**src/rtl/card_host_pkg.sv**
```systemverilog
// Purpose: Shared constants and carriers for the card host port controller
// Assumes: 20 MHz system clock, one clock domain
// Notes: Pin-facing groups travel as packed structs
package card_host_pkg;

  // Operating modes of the card interface
  typedef enum logic [1:0] {
    memory_mapped_operation,
    io_mapped_operation,
    ide_compatible_operation
  } card_mode_e;

  // Bus widths and lane positions
  localparam int DATA_W = 16;
  localparam int BYTE_W = 8;
  localparam int ADDR_W = 11;
  localparam int EVEN_LSB = 0;
  localparam int ODD_LSB = 8;
  localparam int IDE_REG_W = 3;

  // Synchroniser depth for pin inputs
  localparam int SYNC_STAGES = 3;

  // Strobe timing: one access is held on the pins for this long
  localparam int ACCESS_NS = 300;
  localparam int CLK_NS = 50;
  localparam int ACCESS_CYC = (ACCESS_NS + CLK_NS - 1) / CLK_NS;

  // Reset values
  localparam logic [DATA_W-1:0] DATA_RST = 16'h0000;
  localparam logic [ADDR_W-1:0] ADDR_RST = 11'h000;

  // Kinds of host request
  typedef enum logic [1:0] {
    req_byte,
    req_word,
    req_taskfile,
    req_control
  } req_kind_e;

  // Request from the host user side
  typedef struct packed {
    req_kind_e kind;
    logic write;
    logic [ADDR_W-1:0] addr;
    logic [DATA_W-1:0] wdata;
  } host_req_s;

  // Select and address pins driven toward the card
  typedef struct packed {
    logic card_enable_low_n;
    logic card_enable_high_n;
    logic taskfile_select_n;
    logic control_block_select_n;
    logic rd_n;
    logic wr_n;
    logic [ADDR_W-1:0] addr;
  } card_sel_s;

endpackage

```
**src/rtl/card_host_ctrl.sv**
```systemverilog
// Purpose: Host-side controller driving a removable card's parallel port
// Assumes: One clock, card detect and handshake pins sampled through pin_sync3
// Notes: Handles selects, byte lanes, detect and master/slave strap
// Function
// - Address bit zero steers bytes onto low lane
// - Task file reached under first select
// - Second select reaches control block registers
// - Data line zero is even byte LSB
// - Data line eight is odd byte LSB
// - Task file accesses are low-lane bytes
// - IDE data transfers use all sixteen lines
// - Activity line shows disk active, slave present
// - Only low three address bits in IDE
// - Diagnostic line passes the diagnostic result
`timescale 1ns/1ns
`default_nettype none
module card_host_ctrl
  import card_host_pkg::*;
#(
  parameter int ACCESS_CYCLES = ACCESS_CYC
) (
  input wire logic clk_sys,
  input wire logic rstn,
  input wire card_mode_e mode,
  input wire logic want_slave,
  input wire logic req_valid,
  output logic req_ready,
  input wire host_req_s req,
  output logic rsp_valid,
  output logic [DATA_W-1:0] rsp_data,
  output logic card_present,
  output logic disk_active,
  output logic diag_passed,
  output card_sel_s sel,
  output logic master_slave_strap_n_o,
  output logic master_slave_strap_n_oe,
  input wire logic [DATA_W-1:0] data_i,
  output logic [DATA_W-1:0] data_o,
  output logic data_oe,
  input wire logic insert_detect_a_n,
  input wire logic insert_detect_b_n,
  input wire logic activity_slave_present_n_i,
  input wire logic pass_diagnostic_n_i
);

  typedef enum logic [1:0] {st_idle, st_strobe, st_done} state_e;

  // Sequencer state, strobe counter and the request being served
  state_e state_q;
  logic [7:0] cnt_q;
  host_req_s cur_q;
  logic [DATA_W-1:0] rdata_q;
  // Filtered card pins, still active low
  logic [1:0] detect_n;
  logic [1:0] hs_n;
  logic seated;
  logic is_ide;
  // Strobe phase helpers shared by the pin and capture processes
  logic last_strobe;
  logic drive_wr;

  assign is_ide = (mode == ide_compatible_operation);

  // Final strobe cycle: read data is sampled while the card still drives it
  assign last_strobe = (state_q == st_strobe) && (cnt_q <= 8'h01);

  // Write data outlives the strobe by one cycle so the card's trailing-edge
  // latch never sees the bus change in the same instant as its write strobe
  assign drive_wr = cur_q.write && (state_q == st_strobe || state_q == st_done);

  // Card pins are asynchronous; filter through three stages
  // Both detects must read low through the filter before the card counts
  pin_sync3 #(.WIDTH(2), .RST_VAL(2'h3)) u_det (
    .clk_sys(clk_sys),
    .rstn(rstn),
    .pin_in({insert_detect_b_n, insert_detect_a_n}),
    .level_q(detect_n)
  );

  // Handshake lines only carry meaning in IDE operation
  pin_sync3 #(.WIDTH(2), .RST_VAL(2'h3)) u_hs (
    .clk_sys(clk_sys),
    .rstn(rstn),
    .pin_in({pass_diagnostic_n_i, activity_slave_present_n_i}),
    .level_q(hs_n)
  );

  assign seated = (detect_n == 2'h0);
  assign card_present = seated;

  assign disk_active = is_ide && !hs_n[0];
  assign diag_passed = is_ide && !hs_n[1];

  // Open-drain strap: the host only ever grounds it; driving it high would
  // fight the card's pull-up for nothing
  // ground strap for master
  // release strap, card pull-up makes slave
  assign master_slave_strap_n_o = 1'b0;
  assign master_slave_strap_n_oe = !(is_ide && !want_slave);

  // Refuse new work while busy or with no card seated; a pulled card would
  // otherwise leave a strobe hanging on an empty socket
  assign req_ready = (state_q == st_idle) && seated;

  // Access sequencer; holds pins stable for the strobe time
  // Counts of zero or one both give a single strobe cycle
  always_ff @(posedge clk_sys or negedge rstn) begin
    if (!rstn) begin
      state_q <= st_idle;
      cnt_q <= 8'h00;
      cur_q <= '0;
    end else begin
      case (state_q)
        st_idle: begin
          if (req_valid && req_ready) begin
            cur_q <= req;
            cnt_q <= 8'(ACCESS_CYCLES);
            state_q <= st_strobe;
          end
        end
        st_strobe: begin
          if (cnt_q <= 8'h01) begin
            state_q <= st_done;
          end else begin
            cnt_q <= cnt_q - 8'h01;
          end
        end
        st_done: state_q <= st_idle;
        default: state_q <= st_idle;
      endcase
    end
  end

  // Select and address pins from the latched request
  always_ff @(posedge clk_sys or negedge rstn) begin
    if (!rstn) begin
      sel <= '{1'b1, 1'b1, 1'b1, 1'b1, 1'b1, 1'b1, ADDR_RST};
    end else if (state_q == st_strobe) begin
      sel.rd_n <= cur_q.write;
      sel.wr_n <= !cur_q.write;
      if (is_ide) begin
        sel.taskfile_select_n <= !(cur_q.kind != req_control);
        sel.control_block_select_n <= !(cur_q.kind == req_control);
        sel.addr <= {{(ADDR_W-IDE_REG_W){1'b0}}, cur_q.addr[IDE_REG_W-1:0]};
        // Card enables stay released; IDE uses the chip selects alone
        sel.card_enable_low_n <= 1'b1;
        sel.card_enable_high_n <= 1'b1;
      end else begin
        // same enables in both card modes
        // byte access: low enable plus A0
        // A0 picks even or odd byte
        sel.card_enable_low_n <= 1'b0;
        sel.card_enable_high_n <= (cur_q.kind != req_word);
        sel.addr <= cur_q.addr;
        sel.taskfile_select_n <= 1'b1;
        sel.control_block_select_n <= 1'b1;
      end
    end else begin
      // Idle: selects and strobes released, address parked at zero
      sel <= '{1'b1, 1'b1, 1'b1, 1'b1, 1'b1, 1'b1, ADDR_RST};
    end
  end

  // Write data lanes; odd byte on a byte access still rides the low lane
  always_ff @(posedge clk_sys or negedge rstn) begin
    if (!rstn) begin
      data_o <= DATA_RST;
      data_oe <= 1'b1;
    end else if (drive_wr) begin
      // even byte LSB on line zero
      // odd byte LSB on line eight
      // task file on low lane only
      if (cur_q.kind == req_word && (is_ide || !cur_q.addr[0])) begin
        data_o <= cur_q.wdata;
      end else begin
        data_o <= {8'h00, cur_q.wdata[BYTE_W-1:0]};
      end
      data_oe <= 1'b0;
    end else begin
      data_o <= DATA_RST;
      data_oe <= 1'b1;
    end
  end

  // Capture read data on the last strobe cycle
  always_ff @(posedge clk_sys or negedge rstn) begin
    if (!rstn) begin
      rdata_q <= DATA_RST;
    end else if (last_strobe && !cur_q.write) begin
      if (cur_q.kind == req_word) begin
        rdata_q <= data_i;
      end else begin
        rdata_q <= {8'h00, data_i[EVEN_LSB +: BYTE_W]};
      end
    end
  end

  // Response flag lasts the one done cycle; read data stands until the
  // next read replaces it
  assign rsp_valid = (state_q == st_done);
  assign rsp_data = rdata_q;

endmodule
`default_nettype wire

```
**src/rtl/pin_sync3.sv**
```systemverilog
// Purpose: Three-stage synchroniser with agreement filter for pin inputs
// Assumes: Input is asynchronous to clk_sys
// Notes: Output changes only when stages two and three agree
`timescale 1ns/1ns
`default_nettype none
module pin_sync3
  import card_host_pkg::*;
#(
  parameter int WIDTH = 1,
  parameter logic [WIDTH-1:0] RST_VAL = '1
) (
  input wire logic clk_sys,
  input wire logic rstn,
  input wire logic [WIDTH-1:0] pin_in,
  output logic [WIDTH-1:0] level_q
);

  logic [WIDTH-1:0] s1_q;
  logic [WIDTH-1:0] s2_q;
  logic [WIDTH-1:0] s3_q;

  // Shift chain; first stage feeds only the second
  always_ff @(posedge clk_sys or negedge rstn) begin
    if (!rstn) begin
      s1_q <= RST_VAL;
      s2_q <= RST_VAL;
      s3_q <= RST_VAL;
    end else begin
      s1_q <= pin_in;
      s2_q <= s1_q;
      s3_q <= s2_q;
    end
  end

  // Per-bit agreement filter
  genvar i;
  generate
    for (i = 0; i < WIDTH; i++) begin : g_bit
      always_ff @(posedge clk_sys or negedge rstn) begin
        if (!rstn) begin
          level_q[i] <= RST_VAL[i];
        end else if (s2_q[i] == s3_q[i]) begin
          level_q[i] <= s3_q[i];
        end
      end
    end
  endgenerate

endmodule
`default_nettype wire

```
**config.mk**
```make
export PLATFORM = sky130hd
export DESIGN_NAME = card_host_ctrl
export DESIGN_NICKNAME = d
export VERILOG_FILES = /design/src/rtl/card_host_pkg.sv /design/src/rtl/card_host_ctrl.sv /design/src/rtl/pin_sync3.sv
export SDC_FILE = /design/constraint.sdc
export NUM_CORES = 1
export LEC_CHECK = 0
export ABC_AREA = 0
export ABC_CLOCK_PERIOD_IN_PS = 2200
export BUFFER_PORTS_ARGS = -buffer_cell sky130_fd_sc_hd__buf_2
export CAP_MARGIN = 20
export CORE_MARGIN = 5
export CORE_UTILIZATION = 30
export DETAILED_ROUTE_END_ITERATION = 10
export HOLD_SLACK_MARGIN = 0.03
export PLACE_DENSITY_LB_ADDON = 0.25
export SKIP_LAST_GASP = 1
export SYNTH_ARGS = -nofsm -noshare
export SYNTH_HDL_FRONTEND = slang
export SYNTH_SLANG_ARGS = --single-unit
```
**constraint.sdc**
```tcl
create_clock -name clk_sys -period 2.2 [get_ports clk_sys]
set_input_delay 0.44 -clock clk_sys [delete_from_list [all_inputs] [get_ports clk_sys]]
set_output_delay 0.44 -clock clk_sys [all_outputs]
set_load 0.05 [all_outputs]
```
==> results.py <==
metrics = {
    "outcome": {
        "status": "finished, final reports clean",
    },
    "finish": {
        "multi_input_area_um2": 1330,
        "area_delta_synth_final_pct": 26.7,
        "layout-drive-gt1-share_pct": 36.2,
        "layout.cells.non_filler": 654,
        "fin_util_pct": 39.1,
        "layout.nets": 535,
        "antenna_cells": 0,
        "num-fill-cells": 1355,
        "regArea_um2": 2680,
        "fin_area_um2": 5220,
    },
    "sta": {
        "fin_tns_setup_ns": 0,
        "fin_hold_ws_ns": 0.0735,
        "hold_viol": 0,
        "rsz0062_at_grt": "no",
        "timing.final.ws_setup_ns": 0.159,
        "worst_pin_slew_ns": 0.632,
        "max_slew_margin_pct": 57.4,
        "setup_viol": 0,
        "min_period_ns": 2.04,
        "slew_viol_final": 0,
        "fmax_mhz": 490,
        "finalClockSkew_ns": 0.00703,
        "fin_crit_sh_pct": 92.8,
    },
    "global_routing": {
        "globalRouteOverflowTotal": 0,
        "grt_max_degree": 40,
        "grt_pass1_wl_um": 15600,
        "grt_util_all_layers_pct": 12.1,
        "grt_pass1_vias": 3031,
        "antenna_found_initial": 1,
    },
    "flow_run": {
        "max_cap_viol_count": 0,
    },
    "power": {
        "p_total_mw": 7.43,
        "powerDensity_nw_per_um2": 1420,
        "leakagePower_nw": 2.74,
        "ir_worst_vdd_uv": 653,
    },
    "routing": {
        "drt_iter0_markers": 157,
        "routed-wl-met3_um": 780,
        "met2_wirelength_um": 3990,
        "drc_errors": 0,
        "wl_met1_um": 4530,
        "wirelength_um": 9420,
        "via_count": 2822,
        "highest_layer": "met5",
        "drtPass1Iterations": 4,
        "drtAntennaViolNets": 0,
        "via_per_inst": 4.31,
        "routedWlPerCell_um": 14.4,
    },
    "logic_synthesis": {
        "netlist-cell-type-count": 38,
        "ys_seq_area_share_pct": 65.1,
        "synth_warnings": 0,
        "netlist_area_um2": 4120,
        "syn_inst": 357,
        "synth_nets": 419,
        "synth.avg_cell_area_um2": 11.5,
        "ys_ff_latch": 106,
    },
    "critical_path": {
        "crit_fanout": 7,
        "start_kind": "flip-flop",
        "critical_path_class": "flip-flop to output pin",
        "crit_path_end_kind": "output pin",
        "worstPathRequired_ns": 1.76,
        "cp_data_arrival_time_ns": 1.60,
    },
    "floorplanning": {
        "row_count": 42,
        "initial_core_util_pct": 30.8,
        "core-area_um2": 13300,
        "die_h_um": 127,
        "ios": 113,
        "die_w_um": 127,
        "dieArea_um2": 16200,
    },
    "placed_design": {
        "dp.cells": 638,
        "hpwlAfterDp_um": 6800,
        "dpl-instance-area_um2": 4930,
        "port_buffers": 111,
        "gp_congestion": 0.805,
        "dp_slack_ns": 0.221,
    },
    "hold_path": {
        "hold_class": "input port to asynchronous set/reset pin",
    },
    "clock_tree": {
        "clock_path_buffers": 2,
        "cts_resized": 0,
        "cts_hold_buffers": 0,
        "clk_latency_ns": 0.34,
        "cts.sinks": 106,
        "clk_pin_slew_ns": 0.07,
        "tritoncts": "done",
        "cts_buffers": 9,
        "root_buffer": "clkbuf_16",
        "htreeDepth": 3,
        "postCtsSetupRepairBufs": 0,
    },
}
[where the power goes]
part	internal, mW	total, mW	switching, mW	leakage [nW]
logic	0.843	2.89	2.05	1.30
registers	2.63	3.00	0.369	1.30
clock network	0.813	1.54	0.731	0.144
total	4.28	7.43	3.15	2.74
[layout make-up]
| class | instances | area share [%] |
|---|---|---|
| Sequential cell | 106 | 51.4 |
| Multi-Input combinational cell | 222 | 25.4 |
| Timing Repair Buffer | 120 | 12.5 |
| Clock buffer | 10 | 4.58 |
| Tap cell | 176 | 4.22 |
| Inverter | 14 | 1.01 |
| Clock inverter | 6 | 0.935 |
[path summary, 6_finish.rpt]
| kind | from | endpoint | slack, ns | cells after the start |
|---|---|---|---|---|
| min in group clk_sys | insert_detect_a_n | u_det.s1_q[0] | 0.19 | 1 |
| worst min register to register | u_hs.s1_q[0] | u_hs.s2_q[0] | 0.36 | 0 |
| worst max-delay path | state_q[1] | req_ready | 0.16 | 4 |
| max in group asynchronous | rstn | sel[11] | 1.47 | 2 |
| worst max register to register | state_q[1] | cnt_q[5] | 0.24 | 6 |
| worst min-delay path | rstn | rsp_data[0] | 0.07 | 1 |
[placed cells by master, fill, tap and decap left out, drive strengths merged, types with 3 or more instances in the layout]
cell type | Yosys | layout
dfstp | 23 | 23
buf | 3 | 120
dfrtp | 83 | 83
nand4 | 3 | 3
and3 | 17 | 17
and2 | 13 | 13
nor2 | 5 | 5
nor2b | 3 | 3
o21ai | 5 | 5
mux2 | 9 | 9
a21oi | 3 | 3
maj3 | 4 | 4
mux2i | 12 | 12
nand2b | 7 | 7
nand2 | 111 | 111
clkbuf | 12 | 10
nor4 | 3 | 3
nand3 | 4 | 4
inv | 14 | 17
clkinv | 0 | 3
ha | 6 | 6
[state kept, by name, summed over array words and instances (netlist names)]
signal and cells:
data_oe 1, data_o 16, rsp_data 16, cur_q 30
u_hs.s2_q 2, u_det.s2_q 2, u_det.level_q 2, cnt_q 8
sel 17, u_hs.level_q 2, u_hs.s3_q 2, u_det.s3_q 2
u_det.s1_q 2, state_q 2, u_hs.s1_q 2
[cell usage after synthesis]
| cell | instances | area, um2 |
|---|---|---|
| nand2_1 | 111 | 417 |
| dfrtp_1 | 83 | 2080 |
| dfstp_2 | 23 | 604 |
| and3_1 | 17 | 106 |
| inv_1 | 14 | 52.6 |
| and2_1 | 13 | 81.3 |
| clkbuf_1 | 12 | 45.0 |
| mux2i_1 | 12 | 120 |
| mux2_2 | 7 | 78.8 |
| nand2b_1 | 7 | 43.8 |
| ha_1 | 6 | 75.1 |
| o21ai_0 | 5 | 25.0 |
| maj3_1 | 4 | 40.0 |
| nand3_1 | 4 | 20.0 |
| nor2_1 | 4 | 15.0 |
| a21oi_1 | 3 | 15.0 |
| nand4_1 | 3 | 18.8 |
| nor2b_1 | 3 | 18.8 |
| mux2_4 | 2 | 30.0 |
| nor3_1 | 2 | 10.0 |
| nor4_1 | 2 | 12.5 |
| o211ai_1 | 2 | 15.0 |
| o311ai_0 | 2 | 17.5 |
| or3_1 | 2 | 12.5 |
| a21boi_0 | 1 | 7.51 |
| buf_12 | 1 | 20.0 |
| buf_2 | 1 | 5.00 |
| buf_4 | 1 | 7.51 |
| conb_1 | 1 | 3.75 |
| nand4b_1 | 1 | 8.76 |
| nand4bb_1 | 1 | 11.3 |
| nor2_8 | 1 | 20.0 |
| nor4_4 | 1 | 21.3 |
| nor4bb_1 | 1 | 10.0 |
| o2111a_1 | 1 | 11.3 |
| o2111ai_4 | 1 | 26.3 |
| o21a_1 | 1 | 7.51 |
| o22ai_1 | 1 | 6.26 |
[worst max-delay path, stage by stage, from the launching register on]
cell and delay (ns):
dfrtp_1 0.38, inv_1 0.12, ha_1 0.32, and2_1 0.18, buf_2 0.26
[logic make-up after synthesis]
logic type / share of synthesized area, %
fa+ha+maj: 2.80
buf+inv: 3.16
mux: 5.56
compound gates: 3.19
simple gates: 20.1
other cells: 0.0911
flops: 65.1
[routing by layer]
| layer | up-vias | track usage, % |
|---|---|---|
| met5 | - | 0 |
| met4 | 2 | 3.22 |
| met3 | 12 | 4.42 |
| met2 | 102 | 18.1 |
| met1 | 1322 | 16.7 |
| li1 | 1384 | - |
Power figures use the tool's default switching activity.
